## config.mk

```make
export PLATFORM = sky130hd
export DESIGN_NAME = rcd_top
export DESIGN_NICKNAME = d
export VERILOG_FILES = /design/src/pkg/rcd_pkg.sv /design/src/pkg/rcd_gen_if.sv /design/src/rcd_top.sv /design/src/rcd_refclk_gen.sv
export SDC_FILE = /design/constraint.sdc
export NUM_CORES = 1
export LEC_CHECK = 0
export ABC_AREA = 1
export ABC_CLOCK_PERIOD_IN_PS = 2900
export BUFFER_PORTS_ARGS = -buffer_cell sky130_fd_sc_hd__buf_2
export CAP_MARGIN = 20
export CORE_MARGIN = 1.5
export CORE_UTILIZATION = 58
export CTS_BUF_LIST = sky130_fd_sc_hd__clkbuf_8 sky130_fd_sc_hd__clkbuf_16
export DETAILED_ROUTE_END_ITERATION = 10
export PLACE_DENSITY = 0.86
export SLEW_MARGIN = 20
export SYNTH_ARGS = -nofsm -noshare
export SYNTH_HDL_FRONTEND = slang
export SYNTH_SLANG_ARGS = --single-unit
```

## constraint.sdc

```tcl
create_clock -name SYS_CLK_I -period 2.9 [get_ports SYS_CLK_I]
set_input_delay 0.145 -clock SYS_CLK_I [delete_from_list [all_inputs] [get_ports SYS_CLK_I]]
set_output_delay 0.145 -clock SYS_CLK_I [all_outputs]
set_load 0.005 [all_outputs]
```

## src/pkg/rcd_pkg.sv

```systemverilog
package rcd_pkg;
   // bus geometry
   localparam int unsigned ADDR_W        = 4;
   localparam int unsigned DATA_W        = 32;
   localparam logic [1:0]  RESP_OKAY     = 2'h0;
   localparam logic [1:0]  RESP_SLVERR   = 2'h2;

   // register offsets
   localparam logic [ADDR_W-1:0] REG_CTRL_OFS = 4'h0;
   localparam logic [ADDR_W-1:0] REG_CFG_OFS  = 4'h4;
   localparam logic [ADDR_W-1:0] REG_STAT_OFS = 4'h8;

   // reference_clock_control fields
   localparam int unsigned CTRL_EN_BIT    = 7;
   localparam int unsigned CTRL_OE_BIT    = 6;
   localparam int unsigned CTRL_SLEW_BIT  = 5;
   localparam int unsigned CTRL_DUTY_LSB  = 3;
   localparam int unsigned CTRL_DIV_LSB   = 0;
   localparam logic [7:0]  CTRL_RST       = 8'h30;

   // configuration fields
   localparam int unsigned CFG_CLKOUT_BIT = 0;
   localparam int unsigned CFG_OSC_LSB    = 1;
   localparam int unsigned CFG_SLEEP_BIT  = 3;
   localparam logic [7:0]  CFG_RST        = 8'h01;
   localparam logic [1:0]  OSC_EXT        = 2'h0;
   localparam logic [1:0]  OSC_LP         = 2'h1;
   localparam logic [1:0]  OSC_XT         = 2'h2;
   localparam logic [1:0]  OSC_HS         = 2'h3;

   // divider and duty encodings
   localparam int unsigned CNT_W          = 7;
   localparam int unsigned DIV_W          = 3;
   localparam int unsigned DUTY_W         = 2;
   localparam logic [DIV_W-1:0]  DIV_ONE  = 3'h0;
   localparam logic [DIV_W-1:0]  DIV_TWO  = 3'h1;
   localparam logic [DIV_W-1:0]  DIV_FOUR = 3'h2;
   localparam logic [DUTY_W-1:0] DUTY_0   = 2'h0;
   localparam logic [DUTY_W-1:0] DUTY_25  = 2'h1;
   localparam logic [DUTY_W-1:0] DUTY_75  = 2'h3;
   localparam int unsigned FOSC4_CNT_W    = 2;

   function automatic logic [CNT_W-1:0] rcd_cnt_mask(input logic [DIV_W-1:0] div);
      logic [7:0] full;
      full = (8'h01 << div) - 8'h01;
      return full[CNT_W-1:0];
   endfunction : rcd_cnt_mask

   function automatic logic rcd_duty_high(input logic [CNT_W-1:0]  cnt,
                                          input logic [DIV_W-1:0]  div,
                                          input logic [DUTY_W-1:0] duty);
      logic [7:0] quarter;
      logic [7:0] thr;
      quarter = 8'h00;
      thr     = 8'h00;
      if (div == DIV_ONE) begin
         return duty != DUTY_0;
      end
      if (div == DIV_TWO) begin
         return (duty != DUTY_0) && !cnt[0];
      end
      quarter = 8'h01 << (div - DIV_FOUR);
      thr     = 8'(quarter * {6'h00, duty});
      return {1'h0, cnt} < thr;
   endfunction : rcd_duty_high
endpackage : rcd_pkg

```

## src/pkg/rcd_gen_if.sv

```systemverilog
`timescale 1ns/10ps
interface rcd_gen_if;
   import rcd_pkg::*;
   logic                enable;
   logic                sleep;
   logic [DIV_W-1:0]    div_sel;
   logic [DUTY_W-1:0]   duty_sel;
   logic                ref_clk;
   logic                level;
   logic                run;
   logic [CNT_W-1:0]    count;

   modport ctl (output enable, sleep, div_sel, duty_sel, input ref_clk, level, run, count);
   modport gen (input enable, sleep, div_sel, duty_sel, output ref_clk, level, run, count);
endinterface : rcd_gen_if

```

## src/rcd_top.sv

```systemverilog
// Decided for this implementation: the AXI4-Lite interface to the registers and the address map.
`timescale 1ns/10ps
// What this block does
// - enable bit seven runs or stops generator
// - output enable bit six drives pin in external mode with clock-out bit set
// - slew bit five limits pin slew rate
// - duty field selects 0/25/50/75 percent high
// - divider field divides by 1 to 128
// - undivided mode passes source duty, except zero
// - divide-by-two quarter duties use both edges
// - clock-out bit zero clear puts sysclk/4 on pin
// - system clock is the only source
// - any reset disables and restores defaults
// - crystal modes keep pin undriven
// - sleep holds outputs at current level
module rcd_top (
   // clock and reset
   input  wire logic                        SYS_CLK_I,
   input  wire logic                        NRST_I,
   // axi4-lite write address
   input  wire logic [rcd_pkg::ADDR_W-1:0]  S_AXI_AWADDR_I,
   input  wire logic                        S_AXI_AWVALID_I,
   output logic                             S_AXI_AWREADY_O,
   // axi4-lite write data
   input  wire logic [rcd_pkg::DATA_W-1:0]  S_AXI_WDATA_I,
   input  wire logic [3:0]                  S_AXI_WSTRB_I,
   input  wire logic                        S_AXI_WVALID_I,
   output logic                             S_AXI_WREADY_O,
   // axi4-lite write response
   output logic [1:0]                       S_AXI_BRESP_O,
   output logic                             S_AXI_BVALID_O,
   input  wire logic                        S_AXI_BREADY_I,
   // axi4-lite read address
   input  wire logic [rcd_pkg::ADDR_W-1:0]  S_AXI_ARADDR_I,
   input  wire logic                        S_AXI_ARVALID_I,
   output logic                             S_AXI_ARREADY_O,
   // axi4-lite read data
   output logic [rcd_pkg::DATA_W-1:0]       S_AXI_RDATA_O,
   output logic [1:0]                       S_AXI_RRESP_O,
   output logic                             S_AXI_RVALID_O,
   input  wire logic                        S_AXI_RREADY_I,
   // reference clock pin and modulator clock
   output logic                             REF_CLOCK_OUT_PIN_O,
   output logic                             REF_CLOCK_OUT_PIN_OE_O,
   output logic                             REFCLK_SLEW_LIMIT_ENABLE_O,
   output logic                             MOD_CLK_O
);
   import rcd_pkg::*;

   typedef struct packed {
      logic [7:0]             ctrl;
      logic [7:0]             cfg;
      logic [FOSC4_CNT_W-1:0] fosc_cnt;
      logic                   aw_got;
      logic [ADDR_W-1:0]      awaddr;
      logic                   w_got;
      logic [7:0]             wdata;
      logic                   wstb0;
      logic                   bvalid;
      logic [1:0]             bresp;
      logic                   rvalid;
      logic [DATA_W-1:0]      rdata;
      logic [1:0]             rresp;
   } rcd_top_state_t;

   logic [1:0]     rst_sync_r;
   logic           rst_n;
   rcd_top_state_t st_r;
   rcd_top_state_t st_nxt;
   logic           aw_hs;
   logic           w_hs;
   logic           ar_hs;
   logic [1:0]     osc_mode;
   logic           sleep;
   logic           pin;
   logic           pin_oe;

   rcd_gen_if gif ();

   // reset release through two flops
   always_ff @(posedge SYS_CLK_I or negedge NRST_I) begin
      if (!NRST_I) begin
         rst_sync_r <= 2'h0;
      end else begin
         rst_sync_r <= {rst_sync_r[0], 1'h1};
      end
   end
   assign rst_n = rst_sync_r[1];

   assign S_AXI_AWREADY_O = !st_r.aw_got && !st_r.bvalid;
   assign S_AXI_WREADY_O  = !st_r.w_got && !st_r.bvalid;
   assign S_AXI_ARREADY_O = !st_r.rvalid;
   assign aw_hs           = S_AXI_AWVALID_I && S_AXI_AWREADY_O;
   assign w_hs            = S_AXI_WVALID_I && S_AXI_WREADY_O;
   assign ar_hs           = S_AXI_ARVALID_I && S_AXI_ARREADY_O;
   assign osc_mode        = st_r.cfg[CFG_OSC_LSB +: 2];
   assign sleep           = st_r.cfg[CFG_SLEEP_BIT];

   always_comb begin
      st_nxt = st_r;
      if (!sleep) begin
         st_nxt.fosc_cnt = st_r.fosc_cnt + 2'h1;
      end
      if (aw_hs) begin
         st_nxt.aw_got = 1'h1;
         st_nxt.awaddr = S_AXI_AWADDR_I;
      end
      if (w_hs) begin
         st_nxt.w_got = 1'h1;
         st_nxt.wdata = S_AXI_WDATA_I[7:0];
         st_nxt.wstb0 = S_AXI_WSTRB_I[0];
      end
      // commit once both halves of the write are in
      if (st_r.aw_got && st_r.w_got && !st_r.bvalid) begin
         st_nxt.aw_got = 1'h0;
         st_nxt.w_got  = 1'h0;
         st_nxt.bvalid = 1'h1;
         st_nxt.bresp  = RESP_OKAY;
         case (st_r.awaddr)
            REG_CTRL_OFS: begin
               if (st_r.wstb0) begin
                  st_nxt.ctrl = st_r.wdata;
               end
            end
            REG_CFG_OFS: begin
               if (st_r.wstb0) begin
                  st_nxt.cfg = {4'h0, st_r.wdata[3:0]};
               end
            end
            REG_STAT_OFS: begin
               st_nxt.bresp = RESP_OKAY;
            end
            default: begin
               st_nxt.bresp = RESP_SLVERR;
            end
         endcase
      end
      if (st_r.bvalid && S_AXI_BREADY_I) begin
         st_nxt.bvalid = 1'h0;
      end
      if (st_r.rvalid && S_AXI_RREADY_I) begin
         st_nxt.rvalid = 1'h0;
      end
      if (ar_hs) begin
         st_nxt.rvalid = 1'h1;
         st_nxt.rresp  = RESP_OKAY;
         case (S_AXI_ARADDR_I)
            REG_CTRL_OFS: begin
               st_nxt.rdata = {24'h000000, st_r.ctrl};
            end
            REG_CFG_OFS: begin
               st_nxt.rdata = {24'h000000, st_r.cfg};
            end
            REG_STAT_OFS: begin
               st_nxt.rdata = {23'h000000, gif.count, gif.run, gif.level};
            end
            default: begin
               st_nxt.rdata = 32'h00000000;
               st_nxt.rresp = RESP_SLVERR;
            end
         endcase
      end
   end

   always_ff @(posedge SYS_CLK_I or negedge rst_n) begin
      if (!rst_n) begin
         st_r      <= '0;
         st_r.ctrl <= CTRL_RST;
         st_r.cfg  <= CFG_RST;
      end else begin
         st_r <= st_nxt;
      end
   end

   assign S_AXI_BVALID_O = st_r.bvalid;
   assign S_AXI_BRESP_O  = st_r.bresp;
   assign S_AXI_RVALID_O = st_r.rvalid;
   assign S_AXI_RDATA_O  = st_r.rdata;
   assign S_AXI_RRESP_O  = st_r.rresp;

   assign gif.enable   = st_r.ctrl[CTRL_EN_BIT];
   assign gif.sleep    = sleep;
   assign gif.div_sel  = st_r.ctrl[CTRL_DIV_LSB +: DIV_W];
   assign gif.duty_sel = st_r.ctrl[CTRL_DUTY_LSB +: DUTY_W];

   rcd_refclk_gen u_gen (
      .clk_i   (SYS_CLK_I),
      .rst_n_i (rst_n),
      .gen     (gif)
   );

   // pin priority: crystal, then sysclk/4, then reference clock
   always_comb begin
      if (osc_mode != OSC_EXT) begin
         pin_oe = 1'h0;
         pin    = 1'h0;
      end else if (!st_r.cfg[CFG_CLKOUT_BIT]) begin
         pin_oe = 1'h1;
         pin    = st_r.fosc_cnt[1];
      end else begin
         pin_oe = st_r.ctrl[CTRL_OE_BIT];
         pin    = pin_oe & gif.ref_clk;
      end
   end

   assign REF_CLOCK_OUT_PIN_O        = pin;
   assign REF_CLOCK_OUT_PIN_OE_O     = pin_oe;
   assign REFCLK_SLEW_LIMIT_ENABLE_O = st_r.ctrl[CTRL_SLEW_BIT];
   assign MOD_CLK_O                  = gif.ref_clk;
endmodule : rcd_top

```

## src/rcd_refclk_gen.sv

```systemverilog
`timescale 1ns/10ps
module rcd_refclk_gen (
   // clock and reset
   input  wire logic clk_i,
   input  wire logic rst_n_i,
   // settings and generated clock
   rcd_gen_if.gen    gen
);
   import rcd_pkg::*;

   typedef struct packed {
      logic [CNT_W-1:0]  cnt;
      logic [DIV_W-1:0]  div;
      logic [DUTY_W-1:0] duty;
      logic              run;
      logic              level;
   } rcd_gen_state_t;

   rcd_gen_state_t st_r;
   rcd_gen_state_t st_nxt;
   logic           wrap;
   logic           mix;

   always_comb begin
      st_nxt = st_r;
      wrap   = st_r.cnt == rcd_cnt_mask(st_r.div);
      if (gen.sleep) begin
         st_nxt = st_r;
      end else if (!gen.enable) begin
         st_nxt.run   = 1'h0;
         st_nxt.cnt   = '0;
         st_nxt.level = 1'h0;
         st_nxt.div   = gen.div_sel;
         st_nxt.duty  = gen.duty_sel;
      end else if (!st_r.run || wrap) begin
         // new settings only at a period boundary
         st_nxt.run   = 1'h1;
         st_nxt.cnt   = '0;
         st_nxt.div   = gen.div_sel;
         st_nxt.duty  = gen.duty_sel;
         st_nxt.level = rcd_duty_high('0, gen.div_sel, gen.duty_sel);
      end else begin
         st_nxt.cnt   = st_r.cnt + 7'h01;
         st_nxt.level = rcd_duty_high(st_r.cnt + 7'h01, st_r.div, st_r.duty);
      end
   end

   // system clock is the only base clock
   always_ff @(posedge clk_i or negedge rst_n_i) begin
      if (!rst_n_i) begin
         st_r <= '0;
      end else begin
         st_r <= st_nxt;
      end
   end

   always_comb begin
      mix = st_r.level;
      if (st_r.div == DIV_ONE) begin
         mix = st_r.level & clk_i;
      end else if (st_r.div == DIV_TWO && st_r.duty == DUTY_25) begin
         mix = st_r.level & clk_i;
      end else if (st_r.div == DIV_TWO && st_r.duty == DUTY_75) begin
         mix = st_r.run & (st_r.level | clk_i);
      end
      if (gen.sleep) begin
         mix = st_r.level;
      end
   end

   assign gen.ref_clk = mix;
   assign gen.level   = st_r.level;
   assign gen.run     = st_r.run;
   assign gen.count   = st_r.cnt;
endmodule : rcd_refclk_gen

```

# ---- Word level (Yosys, flattened, before mapping)
# Index checks and enable logic that the tools add are counted.
dict set report word_totals {
  mem_bits_ro 0
  memories 0
  register_bits 83
  ramBits 0
  latch_bits 0
}
dict set report classes {
  div_mod_pow 0
  magnitude_cmp 2
  reduce_logical 35
  n_bitwise 5
  n_mul 2
  n_eq_ne 10
  shift 3
  add_sub_neg 5
  mux 49
}
# operator count
set op_table {}
lappend op_table {{$mux W1} 39}
lappend op_table {{$mux W35} 1}
lappend op_table {{$pmux W9 S3} 1}
lappend op_table {{$mul A8 B2 Y8} 2}
lappend op_table {{$shl A1 B3 Y8 const A} 2}
lappend op_table {{$mux W14} 1}
lappend op_table {{$reduce_bool A2 Y1} 7}
lappend op_table {{$logic_and A1 B1 Y1} 12}
lappend op_table {{$mux W10} 1}
lappend op_table {{$eq A4 B3 Y1 const B} 2}
lappend op_table {{$eq A4 B4 Y1 const B} 2}
lappend op_table {{$logic_not A4 Y1} 2}
lappend op_table {{$lt A1 B8 Y1 const A} 1}
lappend op_table {{$lt A7 B8 Y1} 1}
lappend op_table {{$add A7 B1 Y7 const B} 1}
lappend op_table {{$eq A7 B7 Y1} 1}
lappend op_table {{$mux W7} 1}
lappend op_table {{$shl A1 B3 Y7 const A} 1}
lappend op_table {{$sub A7 B1 Y7 const B} 1}
lappend op_table {{$eq A3 B1 Y1 const B} 2}
lappend op_table {{$logic_not A1 Y1} 6}
lappend op_table {{$logic_not A3 Y1} 2}
lappend op_table {{$mux W6} 1}
lappend op_table {{$reduce_and A3 Y1} 2}
lappend op_table {{14 further kinds} 19}

# ---- Logic depth before layout (Yosys ltp)
# Gate-level depths: netlist of the first run.
dict set report logic_depth {
  ltp_word 15
  depth_mapped 20
}

# ---- By module
# Synthesis of the first run repeated with hierarchy kept, for this count alone.
dict set report unflattened {
  hier_cells 530
  area_unflattened_um2 4030.1
}
# mod area_each_um2 cells_each n_inst
set by_module_without_submodules {}
lappend by_module_without_submodules {rcd_top 2208.4 254 1}
lappend by_module_without_submodules {rcd_refclk_gen 1821.7 276 1}

==> metrics.yaml, run 1 <==
global_routing:
  grtUsageTotal_pct: 30.3
  overflow: 0
  grt_max_degree: 30
  antenna_found_initial: 0
  grt_pass1_vias: 3694
  grt_pass1_wl_mm: 16.5
floorplan:
  die_h_um: 84.7
  die_w_um: 84.7
  start_util_pct: 60.6
  ios: 96
  dieArea_um2: 7170
  core_area_um2: 6390
  fp-row-count: 29
sta:
  fin_crit_ns: 2.83
  drv_slew: 0
  timing.fmax_mhz: 356
  hold_violations: 0
  worst_slew_pin_slew_ns: 0.623
  min_period_over_period_pct: 97.8
  layout_setup_ws_ns: 0.0652
  relSlewSlack_pct: 58.5
  skew_ns: 0.0150
  setup_viol: 0
  fin_tns_setup_ns: 0
route:
  viasPerCell: 5.32
  routed.top_layer: "met4"
  via_count: 3555
  ant_nets: 0
  wl_met2_mm: 5.51
  dr.pass1.iters: 7
  wl_met1_mm: 3.81
  route.detailed.drc: 0
  avgRoutedWirePerCell_um: 15.3
  wl_mm: 10.2
  drtIter0Drc: 262
  wl_met3_um: 569
job:
  maxCapViolations: 0
synthesis:
  yosys_warnings: 0
  post_synth_instance_area_um2: 3870
  avgSynthCellArea_um2: 7.54
  synthCells: 513
  yosysSeqAreaShare_pct: 37.6
  synth_cell_types: 36
  ys_ff_latch: 58
final_layout:
  drive_gt1_share_pct: 22.2
  layout_common_cells: "107 x nand2_1, 63 x inv_1, 61 x nor2_1, 51 x dfrtp_1, 43 x buf_2"
  fillCellCount: 462
  nets: 660
  area_growth_pct: 21.8
  antenna_cells: 0
  final_common_cell: "nand2_1"
  stdcell_count: 668
place:
  pre_cts_ws_ns: -0.0193
  gp_congestion: 0.905
  hpwlAfterDp_mm: 6.29
  place_inst: 624
  numPortBuffers: 43
clock_network:
  clkTransAtPathRegs_ns: 0.08
  cts_tree: "done"
  clock_latency_ns: 0.47
power:
  power_density_nw_per_um2: 844
  p_leak_nw: 2.48
  ir_drop_v: 0.000872
setup_path:
  cp-end-kind: "primary output"
  start_kind: "clock port"
  cp_max_fo: 2
  cp.required_ns: 2.76
  crit_type: "clk -> out"
  arrival_ns: 2.69
  reg2reg_slack_ns: 0.09
worst_hold_path:
  hold_class: "in -> reg"
status:
  outcome: "completed"
## sequential cells by signal, summed over array words and instances (netlist names), 2 cells and up
| register | cells |
|---|---|
| u_gen.st_r | 5 |
| rst_sync_r | 2 |
| gif.div_sel | 3 |
| st_r | 19 |
| S_AXI_RDATA_O | 9 |
| osc_mode | 2 |
| u_gen.gen.count | 7 |
| gif.duty_sel | 2 |
## layer usage
layer	up-vias	GRT usage, %
li1	1709	-
met1	1664	30.2
met2	139	52.6
met3	43	10.9
met4	0	19.9
met5	-	2.10
## cell type report
| class | instances | area [µm²] | area share [%] |
|---|---|---|---|
| Timing Repair Buffer | 70 | 465 | 9.88 |
| Clock buffer | 18 | 230 | 4.89 |
| Inverter | 67 | 251 | 5.34 |
| Multi-Input combinational cell | 368 | 2070 | 44.0 |
| Tap cell | 77 | 96.3 | 2.05 |
| Sequential cell | 58 | 1460 | 31.0 |
| Clock inverter | 10 | 136 | 2.90 |
## where the power goes
part           total (W)  switching [W]  internal [W]
combinational    0.00140       0.000896      0.000507
clock            0.00128       0.000470      0.000814
sequential       0.00129       0.000230       0.00106
total            0.00398        0.00160       0.00238
## synth_stat cells, drive strengths merged
| master | instances | share of area, % |
|---|---|---|
| o21ai | 33 | 4.4 |
| a21oi | 26 | 3.4 |
| inv | 67 | 6.5 |
| nand3b | 1 | 0.19 |
| or2 | 3 | 0.49 |
| o31ai | 1 | 0.19 |
| nand3 | 25 | 3.2 |
| nand2 | 115 | 12 |
| buf | 37 | 7.1 |
| nand4 | 4 | 0.81 |
| a21o | 1 | 0.19 |
| dfrtp | 55 | 36 |
| fa | 2 | 1.0 |
| clkinv | 1 | 0.097 |
| o22ai | 6 | 0.97 |
| a21boi | 1 | 0.19 |
| nor2 | 68 | 6.8 |
| clkbuf | 6 | 0.61 |
| mux2 | 4 | 1.2 |
| xnor2 | 4 | 0.91 |
| nor3 | 11 | 1.7 |
| xor2 | 13 | 2.9 |
| dfstp | 3 | 2.0 |
| a31oi | 1 | 0.16 |
| conb | 2 | 0.19 |
| ha | 23 | 7.4 |
## worst max-delay path, cell delays in order
cell and delay (ns):
clkbuf_8 0.11, clkbuf_8 0.13, clkbuf_8 0.14, clkbuf_8 0.13
a21boi_1 0.12, o21ai_1 0.23, o21ai_2 0.13, clkbuf_8 0.15
buf_2 0.12
## logic make-up after synthesis
logic type,share of synthesized area (%)
AOI/OAI and AO/OA,9.45
xor gates and xnor gates,3.85
adders and majority gates,8.48
buffers and inverters,14.3
DFF,37.6
muxes,1.16
other,0.194
and+or+nand+nor,24.9
## metrics by stage
step	hold slack, ns	total power, W	area, µm²	util, %
finish	0.0612	0.00398	4710	73.8
global route	0.108	0.00419	4710	73.8
CTS	0.0611	0.00387	4600	72.0
detailed placement	-0.0698	0.00257	4050	63.4
global placement	-0.0698	0.00250	4050	63.4
floorplan	-0.151	0.00223	3960	-
## final timing paths
path                                 start               to  cells past startpoint
setup / recovery                 SYS_CLK_I        MOD_CLK_O                      9
hold / removal             S_AXI_AWVALID_I         st_r[52]                      3
hold reg to reg              rst_sync_r[1]   S_AXI_BVALID_O                      0
setup reg to reg             u_gen.st_r[6]  u_gen.gen.level                     20
min in group asynchronous    rst_sync_r[1]   S_AXI_BVALID_O                      0
max in group asynchronous    rst_sync_r[1]         st_r[55]                      1
## what timing repair did
item | 4_1_cts | 5_1_grt
endpoints found under the hold margin | 17 | 0
hold buffers | 17 | 0
pin swaps | 2 | 11
setup endpoints to repair | 3 | 1
buffers inserted | 0 | 2
resized for setup | 7 | 26
Note: power is estimated with default switching activity, not from simulation.
==> run 2: changes to the inputs <==
--- a/config.mk
+++ b/config.mk
@@ -9,6 +9,7 @@
 export ABC_CLOCK_PERIOD_IN_PS = 2900
 export BUFFER_PORTS_ARGS = -buffer_cell sky130_fd_sc_hd__buf_2
 export CAP_MARGIN = 20
+export CORE_ASPECT_RATIO = 1.4
 export CORE_MARGIN = 1.5
 export CORE_UTILIZATION = 58
 export CTS_BUF_LIST = sky130_fd_sc_hd__clkbuf_8 sky130_fd_sc_hd__clkbuf_16
==> run 2 against run 1 <==
Net effect: register-to-register slack lost 0.02 ns; count of clock-buffer cells in the layout grew 1; die area is essentially flat; fmax shrank 0.77%; clock skew shrank 0.0032 ns; highest routed layer unchanged; worst hold slack lost 0.059 ns; sequential power is essentially flat; total power shrank 2.0%; combinational power is essentially flat; critical path depth grew 10; routed wire length grew 0.17%; largest cell class unchanged; via count grew 4.1%.
==> metrics.yaml, run 2 (synthesized netlist as in run 1, its figures left out) <==
sta:
  relSlewSlack_pct: 45.5
  hold_violations: 0
  setup_viol: 0
  holdWs_ns: 0.00184
  fin_tns_setup_ns: 0
  fin_crit_ns: 2.83
  skew_ns: 0.0118
  timing.fmax_mhz: 353
  drv_slew: 0
  min_period_over_period_pct: 97.7
  worst_slew_pin_slew_ns: 0.818
  rsz0062_at_grt: "true"
setup_path:
  crit_slowest_cell: "dfrtp_1"
  cp.required_ns: 3.23
  critPathTopFamily: "simple AND/OR/NAND/NOR gates"
  cp_cell_sequence: "inv_1 -> nor2_1 -> nand2_2 -> nor2_1 -> ha_1 -> a21oi_2 -> nand2_1 -> nand2_1 -> nand2_1 -> a21oi_2 -> xor2_1 -> ha_1 -> nand3_2 -> nor2_1 -> nand2_1 -> nand2_1 -> nand2_1 -> nand2_1 -> nand2_1"
  arrival_ns: 3.16
  cpMostUsedCell: "nand2_1"
  crit_type: "reg -> reg"
  cp-end-kind: "flop"
  slowest_delay_ns: 0.51
  start_kind: "flop"
  reg2reg_slack_ns: 0.07
  critPathBufInv: 1
  cp_max_fo: 5
route:
  dr.pass1.iters: 5
  viasPerCell: 5.56
  route.detailed.drc: 0
  ant_nets: 0
  avgRoutedWirePerCell_um: 15.4
  wl_mm: 10.3
  drtIter0Drc: 262
  via_count: 3699
floorplan:
  core_area_um2: 6530
  fp-row-count: 35
  die_h_um: 99.6
  dieArea_um2: 7170
  start_util_pct: 59.3
  die_w_um: 72.0
  ios: 96
status:
  outcome: "completed"
place:
  place_area_um2: 4060
  gp_congestion: 0.886
  place_inst: 623
  hpwlAfterDp_mm: 6.21
  numPortBuffers: 43
final_layout:
  drive_gt1_share_pct: 21.0
  top_register: "st_r"
  antenna_cells: 0
  final_cell_area_um2: 4630
  fillCellCount: 457
  nets: 660
  final_common_cell: "nand2_1"
  area_growth_pct: 19.8
  largest_reg_flops: 19
  layout_common_cells: "109 x nand2_1, 64 x inv_1, 64 x nor2_1, 52 x dfrtp_1, 43 x buf_2"
  stdcell_count: 665
global_routing:
  overflow: 0
  grt_max_degree: 39
  grt_pass1_vias: 3729
  antenna_found_initial: 0
  grtUsageTotal_pct: 30.6
  grt_pass1_wl_mm: 16.6
power:
  pwr-share-clk_pct: 30.5
  power_density_nw_per_um2: 841
  p_seq_share_pct: 33.4
  switching_share_pct: 40.4
  p_leak_nw: 2.46
  p_comb_share_pct: 36.0
  ir_drop_v: 0.000693
  p_int_w: 0.00232
  p_switching_w: 0.00158
job:
  maxCapViolations: 0
clock_network:
  clkTransAtPathRegs_ns: 0.06
  clock_latency_ns: 0.44
  cts_tree: "done"
worst_hold_path:
  hold_class: "in -> reg"
## run 2: through the flow
stage | total power [W] | utilization (%) | setup slack, ns
detailed placement | 0.00255 | 62.2 | -0.0723
global placement | 0.00250 | 62.2 | 0.0207
CTS | 0.00377 | 70.3 | 0.00167
finish | 0.00390 | 71.0 | 0.0668
global route | 0.00412 | 71.0 | -0.101
floorplan | 0.00223 | - | 0.0294
## run 2: path summary, 6_finish.rpt
kind / to / startpoint / cells past startpoint
max reg2reg: u_gen.gen.level / u_gen.st_r[4] / 19
max: u_gen.gen.level / u_gen.st_r[4] / 19
min: st_r[38] / S_AXI_WSTRB_I[0] / 3
min in group asynchronous: rst_sync_r[0] / NRST_I / 2
min reg2reg: S_AXI_RDATA_O[3] / rst_sync_r[1] / 0
max in group asynchronous: gif.duty_sel[1] / rst_sync_r[1] / 1
## run 2: power groups by stage
| stage | registers (W) | clock network, W | logic, W |
|---|---|---|---|
| 3_3_place_gp | 0.00126 | 0.0000538 | 0.00118 |
| 2_1_floorplan | 0.00121 | 0.0000387 | 0.000983 |
| 3_5_place_dp | 0.00127 | 0.0000538 | 0.00123 |
| 4_1_cts | 0.00127 | 0.00118 | 0.00132 |
| 6_report | 0.00130 | 0.00119 | 0.00140 |
| 5_1_grt | 0.00132 | 0.00125 | 0.00155 |
## run 2: metal layers
metal | vias up | GRT usage [%] | wire (µm) | part of all wire (%)
li1 | 1713 | - | - | -
met1 | 1725 | 30.5 | 3580 | 35
met2 | 209 | 53.5 | 5490 | 53
met3 | 52 | 10.0 | 718 | 7.0
met4 | 0 | 19.7 | 477 | 4.6
met5 | - | 0 | 0 | 0
## run 2: what timing repair did
item / 4_1_cts / 5_1_grt
buffers inserted: 1 / 1
setup endpoints to repair: 3 / 1
pin swaps: 3 / 13
hold buffers: 15 / 0
endpoints found under the hold margin: 16 / 0
gates resized for setup: 10 / 13
## run 2: area by class of cell
cell class	instances	area (µm²)	share of cell area (%)
clock buffers	19	244	5.27
clock inverters	9	92.6	2.00
inverters	67	251	5.43
multi-input cells	368	2030	43.8
flip-flops and latches	58	1460	31.5
well taps	74	92.6	2.00
repair buffers	70	464	10.0
## run 2: worst min-delay path, cell delays in order
cell     delay [ns]
buf_2          0.08
nor2_1         0.04
a21oi_1        0.13
==> run 3: changes to the inputs <==
--- a/config.mk
+++ b/config.mk
@@ -11,11 +11,12 @@
 export CAP_MARGIN = 20
 export CORE_ASPECT_RATIO = 1.4
 export CORE_MARGIN = 1.5
-export CORE_UTILIZATION = 58
+export CORE_UTILIZATION = 59
 export CTS_BUF_LIST = sky130_fd_sc_hd__clkbuf_8 sky130_fd_sc_hd__clkbuf_16
 export DETAILED_ROUTE_END_ITERATION = 10
-export PLACE_DENSITY = 0.86
+export PLACE_DENSITY = 0.87
 export SLEW_MARGIN = 20
 export SYNTH_ARGS = -nofsm -noshare
 export SYNTH_HDL_FRONTEND = slang
+export SYNTH_HIERARCHICAL = 1
 export SYNTH_SLANG_ARGS = --single-unit
==> run 3 against run 2 <==
Net effect: the run now ends with setup timing left; fmax shrank 2.8%; die area grew 2.3%; global-route usage grew 2.2 points; first-iteration DRC count grew 21%; critical path depth is the same; sequential power is essentially flat; non-clock buffer count grew 11; total power grew 11%; critical path type unchanged; largest cell class unchanged; largest power group unchanged.
==> metrics.yaml, run 3 <==
status:
  outcome: "finished with violations"
  violations: "setup timing"
sta:
  min_period_over_period_pct: 101
  drv_slew: 0
  rsz0062_at_grt: "true"
  hold_violations: 0
  timing.fmax_mhz: 343
  relSlewSlack_pct: 56.9
  fin_crit_ns: 2.92
  setup_viol: 1
  skew_ns: 0.0164
  worst_slew_pin_slew_ns: 0.646
  layout_setup_ws_ns: -0.0154
synthesis:
  synthXorXnorAreaFrac_pct: 3.91
  post_synth_instance_area_um2: 4030
  avgSynthCellArea_um2: 7.60
  yosysSeqAreaShare_pct: 36.1
  synth-simple-area-share_pct: 29.6
  synthCells: 530
  synth_most_common_cell: "nand2_1"
  synth_cell_types: 41
  synth_compound_area_share_pct: 7.33
  yosys.area.top_type_share_pct: 34.2
  synth_edf_count: 0
  async_flop_share_pct: 100
  synth_top_family_by_area: "simple AND/OR/NAND/NOR gates"
  yosysTopAreaCell: "dfrtp_1"
  synth-main-ff-cell: "dfrtp_1"
  synth_mux_area_share_pct: 0
  ys_ff_latch: 58
  synthAdderAreaFrac_pct: 8.44
  yosys-top-cells-area: "dfrtp_1 34%, nand2_1 13%, buf_4 8.0%, ha_1 7.5%, nand3_1 6.0%"
  synth_commonest_cells: "137 x nand2_1, 55 x dfrtp_1, 53 x nor2_1, 51 x inv_1, 48 x nand3_1"
  yosys_warnings: 6
final_layout:
  nets: 685
  largest_reg_flops: 19
  fin_util_pct: 75.1
  drive_gt1_share_pct: 24.7
  antenna_cells: 0
  layout_common_cells: "132 x nand2_1, 52 x dfrtp_1, 50 x nor2_1, 49 x inv_1, 47 x nand3_1"
  stdcell_count: 707
  final_common_cell: "nand2_1"
  top_register: "st_r"
  area_growth_pct: 23.2
setup_path:
  cp_cell_sequence: "buf_6 -> nor2_2 -> inv_2 -> nor3_2 -> ha_1 -> a21oi_2 -> nand2_1 -> nand2_1 -> nand2_1 -> a21oi_2 -> xor2_1 -> ha_1 -> nand3_2 -> nor2_1 -> nor2_1 -> nand2_1 -> nand2_1 -> nand2_1 -> nand2_1"
  r2r-start: "u_gen/st_r[5]"
  crit_start: "u_gen/st_r[5]"
  crit_type: "reg -> reg"
  cpMostUsedCell: "nand2_1"
  cp.required_ns: 3.28
  crit_slowest_cell: "dfrtp_2"
  slowest_delay_ns: 0.43
  endpoint: "u_gen/gen.level"
  arrival_ns: 3.30
  start_kind: "flop"
  cp_max_fo: 8
  cp-end-kind: "flop"
  reg2regPathDepth: 19
  timing.rr.end: "u_gen/gen.level"
  reg2reg_slack_ns: -0.02
floorplan:
  start_util_pct: 60.9
  die_w_um: 72.9
  die_h_um: 101
  core_area_um2: 6610
  ios: 96
  fp-row-count: 35
  dieArea_um2: 7340
global_routing:
  antenna_found_initial: 0
  overflow: 0
  grt_max_degree: 31
  grt_pass1_vias: 3986
  grt_pass1_wl_mm: 17.8
  grtUsageTotal_pct: 32.8
route:
  ant_nets: 0
  dr.pass1.iters: 6
  wl_mm: 11.3
  via_count: 3957
  avgRoutedWirePerCell_um: 16.0
  route.detailed.drc: 0
  viasPerCell: 5.60
  drtIter0Drc: 317
clock_network:
  clkTransAtPathRegs_ns: 0.06
  clock_latency_ns: 0.45
  cts_tree: "done"
power:
  power_density_nw_per_um2: 868
  ir_drop_v: 0.000780
  p_leak_nw: 2.61
place:
  gp_congestion: 0.893
  numPortBuffers: 43
  place_inst: 653
  hpwlAfterDp_mm: 6.54
job:
  maxCapViolations: 0
worst_hold_path:
  hold_class: "in -> reg"
run 3: changes by cell type after synthesis, sizes merged, moves of 5 or more:
cell,before,now
nor2,68,58
buf,37,48
nand2,115,145
clkbuf,6,1
inv,67,57
o21ai,33,23
nand3,25,51
a21oi,26,15
run 3: final cells by class:
class | instances | area, µm²
inverters | 58 | 225
repair buffers | 81 | 569
flip-flops and latches | 58 | 1460
clock inverters | 8 | 90.1
clock buffers | 21 | 265
fillers | 436 | 1650
multi-input cells | 389 | 2240
well taps | 92 | 115
run 3: what timing repair did:
action | 4_1_cts | 5_1_grt
pin swaps | 6 | 29
hold buffers | 24 | 0
resized for setup | 11 | 30
setup endpoints to repair | 3 | 1
setup buffers | 2 | 3
gates cloned | 0 | 0
hold endpoints to repair | 18 | 0
run 3: cells by family (layout without fill, tap and decap cells):
kind of cell / Yosys count / in the layout
xor+xnor: 18 / 18
fa+ha+maj: 26 / 26
compound gates: 47 / 47
other cells: 2 / 26
simple gates: 272 / 272
buf+inv: 107 / 168
flops: 58 / 58
run 3: worst min path at each step:
stage / end / depth (start not counted) / startpoint
finish: st_r[44] / 3 / S_AXI_WVALID_I
global route: st_r[44] / 3 / S_AXI_WVALID_I
CTS: st_r[44] / 3 / S_AXI_WVALID_I
detailed placement: rst_sync_r[0] / 1 / NRST_I
global placement: rst_sync_r[0] / 1 / NRST_I
floorplan: rst_sync_r[0] / 0 / NRST_I
run 3: critical path: cells and delay by family, from the launching register on:
kind | cells | cell delay (ns)
AND/OR/NAND/NOR | 12 | 1.03
adder cells (fa/ha/maj) | 2 | 0.59
flip-flops | 1 | 0.43
AO/OA/AOI/OAI | 2 | 0.35
buffers and inverters | 2 | 0.23
XOR/XNOR | 1 | 0.23
run 3: metrics by stage:
step                TNS, ns  instance area (µm²)  power (W)  hold WS, ns  setup slack, ns
floorplan                 0                 4120    0.00237       -0.151           0.0158
global placement          0                 4190    0.00272      -0.0707           0.0381
detailed placement  -0.0938                 4190    0.00279      -0.0694          -0.0938
CTS                       0                 4840    0.00407      0.00246           0.0334
global route         -0.132                 4970    0.00455       0.0689           -0.132
finish              -0.0154                 4970    0.00431       0.0620          -0.0154
run 3: where the power goes:
| group | switching [W] | leakage, nW | internal (W) | total [W] |
|---|---|---|---|---|
| registers | 0.000274 | 0.731 | 0.00106 | 0.00133 |
| logic | 0.00116 | 1.67 | 0.000648 | 0.00181 |
| clock network | 0.000436 | 0.206 | 0.000730 | 0.00117 |
run 3: metal layers:
metal  vias up  wire, µm  GRT usage, %
met1      1881      3850          30.1
met3        70       605          9.90
met5         -         0             0
li1       1788         -             -
met4         0       558          22.8
met2       218      6330          59.9
